<file path="src/core/mcl_defines.svh">
// timing counts, widths and reset values for the master configuration loader
`ifndef MCL_DEFINES_SVH
`define MCL_DEFINES_SVH

`define MCL_REF_KHZ          200000
`define MCL_FAST_MIN_KHZ     5000
`define MCL_FAST_MAX_KHZ     16670
`define MCL_SLOW_MIN_KHZ     630
`define MCL_SLOW_MAX_KHZ     2080
// half period in reference cycles, rounded up so the top of each range is never exceeded
`define MCL_HALF_CNT(max_khz) ((`MCL_REF_KHZ + 2 * (max_khz) - 1) / (2 * (max_khz)))
`define MCL_FAST_HALF        `MCL_HALF_CNT(`MCL_FAST_MAX_KHZ)
`define MCL_SLOW_HALF        `MCL_HALF_CNT(`MCL_SLOW_MAX_KHZ)
`define MCL_HALF_W           8

`define MCL_STROBE_PERIOD    8
`define MCL_STROBE_LOW       7
`define MCL_STROBE_CNT_W     3
`define MCL_SHIFT_SKIP_FALLS 1

`define MCL_ADDR_W           18
`define MCL_ADDR_RST         18'h0_0000
`define MCL_BYTE_CNT_W       24
`define MCL_SYNC_W           11

// wait that the host keeps after init rises, nanoseconds
`define MCL_INIT_TO_WRITE_DELAY_NS 2000

`endif

</file>
<file path="src/core/mcl_pkg.sv">
// types shared by the master configuration loader files
`include "mcl_defines.svh"

package mcl_pkg;

    typedef enum logic {
        MCL_MODE_SERIAL,
        MCL_MODE_PARALLEL
    } mcl_mode_t;

    typedef enum logic {
        MCL_ST_IDLE,
        MCL_ST_RUN
    } mcl_state_t;

    typedef struct packed {
        logic [`MCL_ADDR_W-1:0] addr;
        logic                   read_strobe;
    } mcl_mem_t;

    typedef struct packed {
        logic rise;
        logic fall;
    } mcl_edge_t;

endpackage : mcl_pkg

</file>
<file path="src/core/mcl_clkgen.sv">
// config_clock divider with rise and fall event pulses in the reference domain
`timescale 1ns/1ps
`include "mcl_defines.svh"

module mcl_clkgen (
    input  wire logic                   i_ref_clk,
    input  wire logic                   i_rst,
    input  wire logic                   i_run,
    input  wire logic [`MCL_HALF_W-1:0] i_half,
    output logic                        o_config_clock,
    output mcl_pkg::mcl_edge_t          o_edge
);
    import mcl_pkg::*;

    logic [`MCL_HALF_W-1:0] cnt_ff;
    logic                   config_clock_ff;
    logic [`MCL_HALF_W-1:0] nxt_cnt;
    logic                   nxt_config_clock;
    wire                    last_w = (cnt_ff == i_half - `MCL_HALF_W'(1));

    // stopping returns the clock low so a new run begins with a full low phase
    assign nxt_cnt  = (!i_run || last_w) ? '0 : cnt_ff + `MCL_HALF_W'(1);
    assign nxt_config_clock = !i_run ? 1'b0 : (last_w ? !config_clock_ff : config_clock_ff);

    // pulses mark the cycle whose edge moves the pin
    assign o_edge.rise    = i_run && last_w && !config_clock_ff;
    assign o_edge.fall    = i_run && last_w && config_clock_ff;
    assign o_config_clock = config_clock_ff;

    always_ff @(posedge i_ref_clk or posedge i_rst) begin
        if (i_rst) begin
            cnt_ff  <= '0;
            config_clock_ff <= 1'b0;
        end else begin
            cnt_ff  <= nxt_cnt;
            config_clock_ff <= nxt_config_clock;
        end
    end

endmodule : mcl_clkgen

</file>
<file path="src/core/mcl_loader.sv">
// master serial and master parallel configuration loader
`timescale 1ns/1ps
`include "mcl_defines.svh"

// How it works
// RL1: serial bit sampled at each config_clock rise
// RL2: rate_select_pin low gives 5 to 16.67 MHz
// RL3: rate_select_pin high gives 0.63 to 2.08 MHz
// RL4: serial bit forwarded on following falling edge
// RL5: read strobe seven cycles low, one high
// RL6: new address per strobe, byte taken at rise
// RL7: byte shifted out 1.5 cycles after capture
// RL8: host waits 2 us after init before writing
// RL9: one oscillator, rate latched at start, divided
module mcl_loader (
    input  wire logic                       i_ref_clk,
    input  wire logic                       i_rst,
    input  wire logic                       i_cfg_enable,
    input  wire logic                       i_rate_select_pin,
    input  wire logic                       i_mode_parallel_pin,
    input  wire logic                       i_serial_din,
    input  wire logic [7:0]                 i_mem_data,
    output logic                            o_config_clock,
    output mcl_pkg::mcl_mem_t               o_mem,
    output logic                            o_daisy_dout,
    output logic                            o_busy,
    output logic [`MCL_BYTE_CNT_W-1:0]      o_byte_count
);
    import mcl_pkg::*;

    // pin synchronisers
    logic [`MCL_SYNC_W-1:0] sync1_ff;
    logic [`MCL_SYNC_W-1:0] sync2_ff;
    wire  [`MCL_SYNC_W-1:0] pins_w = {i_rate_select_pin, i_mode_parallel_pin, i_serial_din, i_mem_data};

    wire        rate_slow_s = sync2_ff[10];
    wire        mode_par_s  = sync2_ff[9];
    wire        din_s       = sync2_ff[8];
    wire [7:0]  data_s      = sync2_ff[7:0];

    always_ff @(posedge i_ref_clk or posedge i_rst) begin
        if (i_rst) begin
            sync1_ff <= '0;
            sync2_ff <= '0;
        end else begin
            sync1_ff <= pins_w;
            sync2_ff <= sync1_ff;
        end
    end

    // sequencing
    mcl_state_t state_ff;
    mcl_state_t nxt_state;
    mcl_mode_t  mode_ff;
    logic       rate_slow_ff;
    logic       enable_d_ff;

    wire start_w = i_cfg_enable && !enable_d_ff;
    wire run_w   = (state_ff == MCL_ST_RUN);

    always_comb begin
        nxt_state = state_ff;
        case (state_ff)
            MCL_ST_IDLE: begin
                if (start_w) begin
                    nxt_state = MCL_ST_RUN;
                end
            end
            MCL_ST_RUN: begin
                if (!i_cfg_enable) begin
                    nxt_state = MCL_ST_IDLE;
                end
            end
            default: begin
                nxt_state = MCL_ST_IDLE;
            end
        endcase
    end

    // straps are caught at the start, so mid-run pin changes cannot jolt the clock
    always_ff @(posedge i_ref_clk or posedge i_rst) begin
        if (i_rst) begin
            state_ff     <= MCL_ST_IDLE;
            mode_ff      <= MCL_MODE_SERIAL;
            rate_slow_ff <= 1'b0;
            enable_d_ff  <= 1'b0;
        end else begin
            state_ff    <= nxt_state;
            enable_d_ff <= i_cfg_enable;
            if (start_w) begin
                rate_slow_ff <= rate_slow_s; // RL9
                mode_ff      <= mode_par_s ? MCL_MODE_PARALLEL : MCL_MODE_SERIAL;
            end
        end
    end

    // clock generation
    mcl_edge_t              edge_w;
    wire [`MCL_HALF_W-1:0]  half_w;

    // RL2 RL3 RL9
    assign half_w = rate_slow_ff ? `MCL_HALF_W'(`MCL_SLOW_HALF) : `MCL_HALF_W'(`MCL_FAST_HALF);

    mcl_clkgen u_clkgen (
        .i_ref_clk      (i_ref_clk),
        .i_rst          (i_rst),
        .i_run          (run_w),
        .i_half         (half_w),
        .o_config_clock (o_config_clock),
        .o_edge         (edge_w)
    );

    wire serial_w = run_w && (mode_ff == MCL_MODE_SERIAL);
    wire par_w    = run_w && (mode_ff == MCL_MODE_PARALLEL);

    // serial path
    logic ser_bit_ff;
    logic ser_valid_ff;

    always_ff @(posedge i_ref_clk or posedge i_rst) begin
        if (i_rst) begin
            ser_bit_ff   <= 1'b0;
            ser_valid_ff <= 1'b0;
        end else if (!serial_w) begin
            ser_valid_ff <= 1'b0;
        end else if (edge_w.rise) begin
            ser_bit_ff   <= din_s; // RL1
            ser_valid_ff <= 1'b1;
        end
    end

    // parallel path: strobe phase counter advances on each rise
    logic [`MCL_STROBE_CNT_W-1:0] phase_ff;
    logic [`MCL_ADDR_W-1:0]       addr_ff;
    logic                         strobe_ff;
    logic [7:0]                   hold_ff;
    logic                         pend_ff;
    logic                         skip_ff;

    wire [`MCL_STROBE_CNT_W-1:0] nxt_phase = phase_ff + `MCL_STROBE_CNT_W'(1);
    wire strobe_up_w   = par_w && edge_w.rise && (nxt_phase == `MCL_STROBE_CNT_W'(`MCL_STROBE_LOW));
    wire strobe_down_w = par_w && edge_w.rise && strobe_ff;

    always_ff @(posedge i_ref_clk or posedge i_rst) begin
        if (i_rst) begin
            phase_ff  <= '0;
            strobe_ff <= 1'b0;
            addr_ff   <= `MCL_ADDR_RST;
        end else if (!par_w) begin
            phase_ff  <= '0;
            strobe_ff <= 1'b0;
            if (start_w) begin
                addr_ff <= `MCL_ADDR_RST;
            end
        end else if (edge_w.rise) begin
            phase_ff <= nxt_phase; // RL5
            if (strobe_up_w) begin
                strobe_ff <= 1'b1; // RL5
            end else if (strobe_down_w) begin
                strobe_ff <= 1'b0;
                addr_ff   <= addr_ff + `MCL_ADDR_W'(1); // RL6
            end
        end
    end

    // byte taken with the strobe rise, shift waits for the second fall
    always_ff @(posedge i_ref_clk or posedge i_rst) begin
        if (i_rst) begin
            hold_ff <= 8'h00;
            pend_ff <= 1'b0;
            skip_ff <= 1'b0;
        end else if (!par_w) begin
            pend_ff <= 1'b0;
            skip_ff <= 1'b0;
        end else if (strobe_up_w) begin
            hold_ff <= data_s; // RL6
            pend_ff <= 1'b1;
            skip_ff <= 1'b1;
        end else if (pend_ff && edge_w.fall) begin
            skip_ff <= 1'b0;
            if (!skip_ff) begin
                pend_ff <= 1'b0; // RL7
            end
        end
    end

    // shifter, most significant bit first
    logic [7:0] shift_ff;
    logic [3:0] left_ff;
    logic       dout_ff;
    logic [`MCL_BYTE_CNT_W-1:0] bytes_ff;

    wire load_w  = pend_ff && !skip_ff && edge_w.fall;
    wire shift_w = par_w && edge_w.fall && !load_w && (left_ff != 4'h0);

    always_ff @(posedge i_ref_clk or posedge i_rst) begin
        if (i_rst) begin
            shift_ff <= 8'h00;
            left_ff  <= 4'h0;
            dout_ff  <= 1'b0;
        end else if (serial_w) begin
            left_ff <= 4'h0;
            if (edge_w.fall && ser_valid_ff) begin
                dout_ff <= ser_bit_ff; // RL4
            end
        end else if (!par_w) begin
            left_ff <= 4'h0;
        end else if (load_w) begin
            dout_ff  <= hold_ff[7]; // RL7
            shift_ff <= {hold_ff[6:0], 1'b0};
            left_ff  <= 4'h7;
        end else if (shift_w) begin
            dout_ff  <= shift_ff[7];
            shift_ff <= {shift_ff[6:0], 1'b0};
            left_ff  <= left_ff - 4'h1;
        end
    end

    // counts bytes in parallel mode, completed bytes of eight bits in serial mode
    logic [2:0] ser_bits_ff;

    always_ff @(posedge i_ref_clk or posedge i_rst) begin
        if (i_rst) begin
            bytes_ff    <= '0;
            ser_bits_ff <= 3'h0;
        end else if (start_w) begin
            bytes_ff    <= '0;
            ser_bits_ff <= 3'h0;
        end else if (strobe_up_w) begin
            bytes_ff <= bytes_ff + `MCL_BYTE_CNT_W'(1);
        end else if (serial_w && edge_w.rise) begin
            ser_bits_ff <= ser_bits_ff + 3'h1;
            if (ser_bits_ff == 3'h7) begin
                bytes_ff <= bytes_ff + `MCL_BYTE_CNT_W'(1);
            end
        end
    end

    assign o_mem.addr        = addr_ff;
    assign o_mem.read_strobe = strobe_ff;
    assign o_daisy_dout      = dout_ff;
    assign o_busy            = run_w;
    assign o_byte_count      = bytes_ff;

endmodule : mcl_loader

</file>
<file path="config.mk">
export PLATFORM = sky130hd
export DESIGN_NAME = mcl_loader
export DESIGN_NICKNAME = d
export VERILOG_FILES = /design/src/core/mcl_pkg.sv /design/src/core/mcl_clkgen.sv /design/src/core/mcl_loader.sv
export VERILOG_INCLUDE_DIRS = /design/src /design/src/core
export SDC_FILE = /design/constraint.sdc
export NUM_CORES = 1
export LEC_CHECK = 0
export ABC_AREA = 1
export BUFFER_PORTS_ARGS = -buffer_cell sky130_fd_sc_hd__buf_2
export CORE_ASPECT_RATIO = 0.9
export CORE_MARGIN = 3
export CORE_UTILIZATION = 60
export DETAILED_ROUTE_END_ITERATION = 12
export GPL_TIMING_DRIVEN = 0
export PLACE_DENSITY_LB_ADDON = 0.08
export SLEW_MARGIN = 10
export SYNTH_ARGS = -nofsm -noshare
export SYNTH_HDL_FRONTEND = slang
export SYNTH_SLANG_ARGS = --single-unit
</file>
<file path="constraint.sdc">
create_clock -name i_ref_clk -period 5.8 [get_ports i_ref_clk]
set_input_delay 0.29 -clock i_ref_clk [delete_from_list [all_inputs] [get_ports i_ref_clk]]
set_output_delay 0.29 -clock i_ref_clk [all_outputs]
set_load 0.02 [all_outputs]
</file>
==> metrics.yaml <==
status: "completed"
cts_resized: 0
startpoint_type: "register"
slowest_delay_ns: 0.41
wl_per_cell_um: 13.3
finalSetupViolCount: 0
antenna_left: 0
start_util_pct: 62.1
postCtsSetupBuffers: 0
final_common_cell: "nand2_1"
max_freq_ghz: 0.481
vias_per_cell: 5.22
p_per_area_nw_per_um2: 226
die-area_um2: 10100
finalHoldViolCount: 0
clkSlewWorstSetupHoldPaths_ns: 0.10
cts_buffer_depth: 2
ir_drop_v: 0.000158
gp_congestion: 0.909
first_pass_iters: 4
rsz0062_at_grt: "false"
grt_pass1_wl_um: 19600
cp-end-kind: "register"
path_buf_inv: 2
layout_common_cells: "195 x nand2_1, 108 x dfrtp_1, 63 x nor2_1"
drc: 0
synth_fp_nets: 666
vias: 4394
io_pins: 60
yosys.area.top_type_share_pct: 50.3
ys_seq_area_share_pct: 50.3
crit_top_cell: "nand2_1"
fin_crit_ns: 2.08
nets: 740
die_y_um: 95.8
first_global_vias: 4338
leakage_uw: 0.00308
root_buffer: "clkbuf_8"
drive_gt1_share_pct: 15.7
finalClockSkew_ns: 0.0146
area_growth_pct: 13.4
io_buffers: 59
maxCapViolCount: 0
synth_area_leaders: "dfrtp_1 50%, nand2_1 14%, xor2_1 4.7%"
syn_area_um2: 5370
pre_cts_ws_ns: 3.74
cts.sink_count: 108
critical-path-top-delay-family: "simple AND/OR/NAND/NOR gates"
synth-warning-count: 0
fin_crit_sh_pct: 35.8
track_usage_pct: 23.9
syn_inst: 644
crit_arrival_ns: 2.38
placementRows: 32
finalWorstSetupSlack_ns: 3.72
die_w_um: 106
antenna_found_initial: 0
synth_seq_cells: 108
overflow: 0
synth_top_area_cell: "dfrtp_1"
worstPathCellList: "inv_2 -> nand2_1 -> nor2_1 -> nand2_1 -> nor2_1 -> nand4_1 -> clkbuf_1 -> o21ai_0 -> nand3_1 -> nand2_1"
tritoncts: "yes"
required_ns: 6.10
worst_path_max_delay_cell: "dfrtp_1"
drt_iter0_drc: 187
yosys.cell_types.count: 31
routed_wl_um: 11200
max_slew.worst_pin.slew_ns: 0.628
postLayoutCoreUtil_pct: 70.4
maxSlewHeadroom_pct: 58.0
path_class: "reg2reg"
numCtsBuffers: 9
coreArea_um2: 8650
power_uw: 1370
drv_slew: 0
hp-class: "in2reg"
insertion_delay_ns: 0.37
holdWs_ns: 0.0237
fin_tns_setup_ns: 0
diodes: 0
crit_fanout: 10
grt_max_degree: 68
dpl.hpwl_um: 8040
synth.avg_cell_area_um2: 8.34
cts_max_level: 3
[registers in the layout, indices dropped and copies added, names as in the netlist, 3 cells and up]
register / cells
o_byte_count: 24
addr_ff: 18
sync1_ff: 11
sync2_ff: 11
hold_ff: 8
u_clkgen.cnt_ff: 8
shift_ff: 7
left_ff: 4
phase_ff: 3
ser_bits_ff: 3
[kinds of logic after synthesis]
logic type | after synthesis | share of synthesized area, %
adder cells (fa/ha/maj) | 8 | 1.86
XOR/XNOR | 35 | 5.71
multiplexers | 1 | 0.210
AO/OA/AOI/OAI | 45 | 4.24
AND/OR/NAND/NOR | 372 | 31.6
buffers and inverters | 75 | 6.06
flip-flops | 108 | 50.3
[path summary, 6_finish.rpt]
kind	cells after the start	to	from	slack, ns
max	10	shift_ff[7]$_DFFE_PP0P_	u_clkgen.cnt_ff[6]$_DFF_PP0_	3.72
min in group asynchronous	3	sync2_ff[5]$_DFF_PP0_	i_rst	0.46
max in group asynchronous	4	ser_bits_ff[1]$_DFFE_PP0P_	i_rst	4.68
min reg2reg	0	sync2_ff[9]$_DFF_PP0_	sync1_ff[9]$_DFF_PP0_	0.36
min	1	sync1_ff[9]$_DFF_PP0_	i_mode_parallel_pin	0.02
max reg2reg	10	shift_ff[7]$_DFFE_PP0P_	u_clkgen.cnt_ff[6]$_DFF_PP0_	3.72
[cells in the mapped netlist (all sizes together)]
| library cell | instances |
|---|---|
| nand2 | 202 |
| dfrtp | 108 |
| nor2 | 67 |
| inv | 58 |
| nand3 | 41 |
| o21ai | 32 |
| xor2 | 29 |
| nor3 | 19 |
| nand3b | 17 |
| nand4 | 14 |
| a21oi | 12 |
| or2 | 11 |
| buf | 9 |
| ha | 8 |
| clkbuf | 6 |
| xnor2 | 6 |
| clkinv | 2 |
| mux2 | 1 |
| nor3b | 1 |
| o211ai | 1 |
[layout make-up]
cell class,instances,area [µm²]
buffer,15,100
clock buffer,9,124
clock inverter,6,87.6
fill,710,2560
inverter,60,230
multi-input combinational,461,2340
sequential,108,2700
tap,119,149
timing repair buffer,63,353
[through the flow]
step | std cells | cell area, µm²
6_report | 841 | 6090
5_1_grt | 841 | 6090
4_1_cts | 839 | 6070
3_5_place_dp | 823 | 5850
3_3_place_gp | 822 | 5810
2_1_floorplan | 644 | 5370
[routing by layer]
metal  track usage [%]  vias to the layer above  routed length (µm)  share of wire, %
met2              39.9                      127                5460                49
met3              4.29                       10                 664               5.9
li1                  -                     2193                   -                 -
met4              8.20                        0                 136               1.2
met5                 0                        -                   0                 0
met1              32.1                     2064                4910                44
[power breakdown]
part / leakage (µW) / internal (µW) / total (µW) / switching [µW]
Sequential: 0.00145 / 772 / 785 / 13.6
Combinational: 0.00152 / 27.9 / 95.5 / 67.6
Clock: 0.000110 / 243 / 494 / 251
[repair_timing]
action | CTS | global route
setup endpoints to repair | 0 | 0
hold endpoints to repair | 41 | 2
hold buffers | 1 | 2
Power figures use the tool's default switching activity.
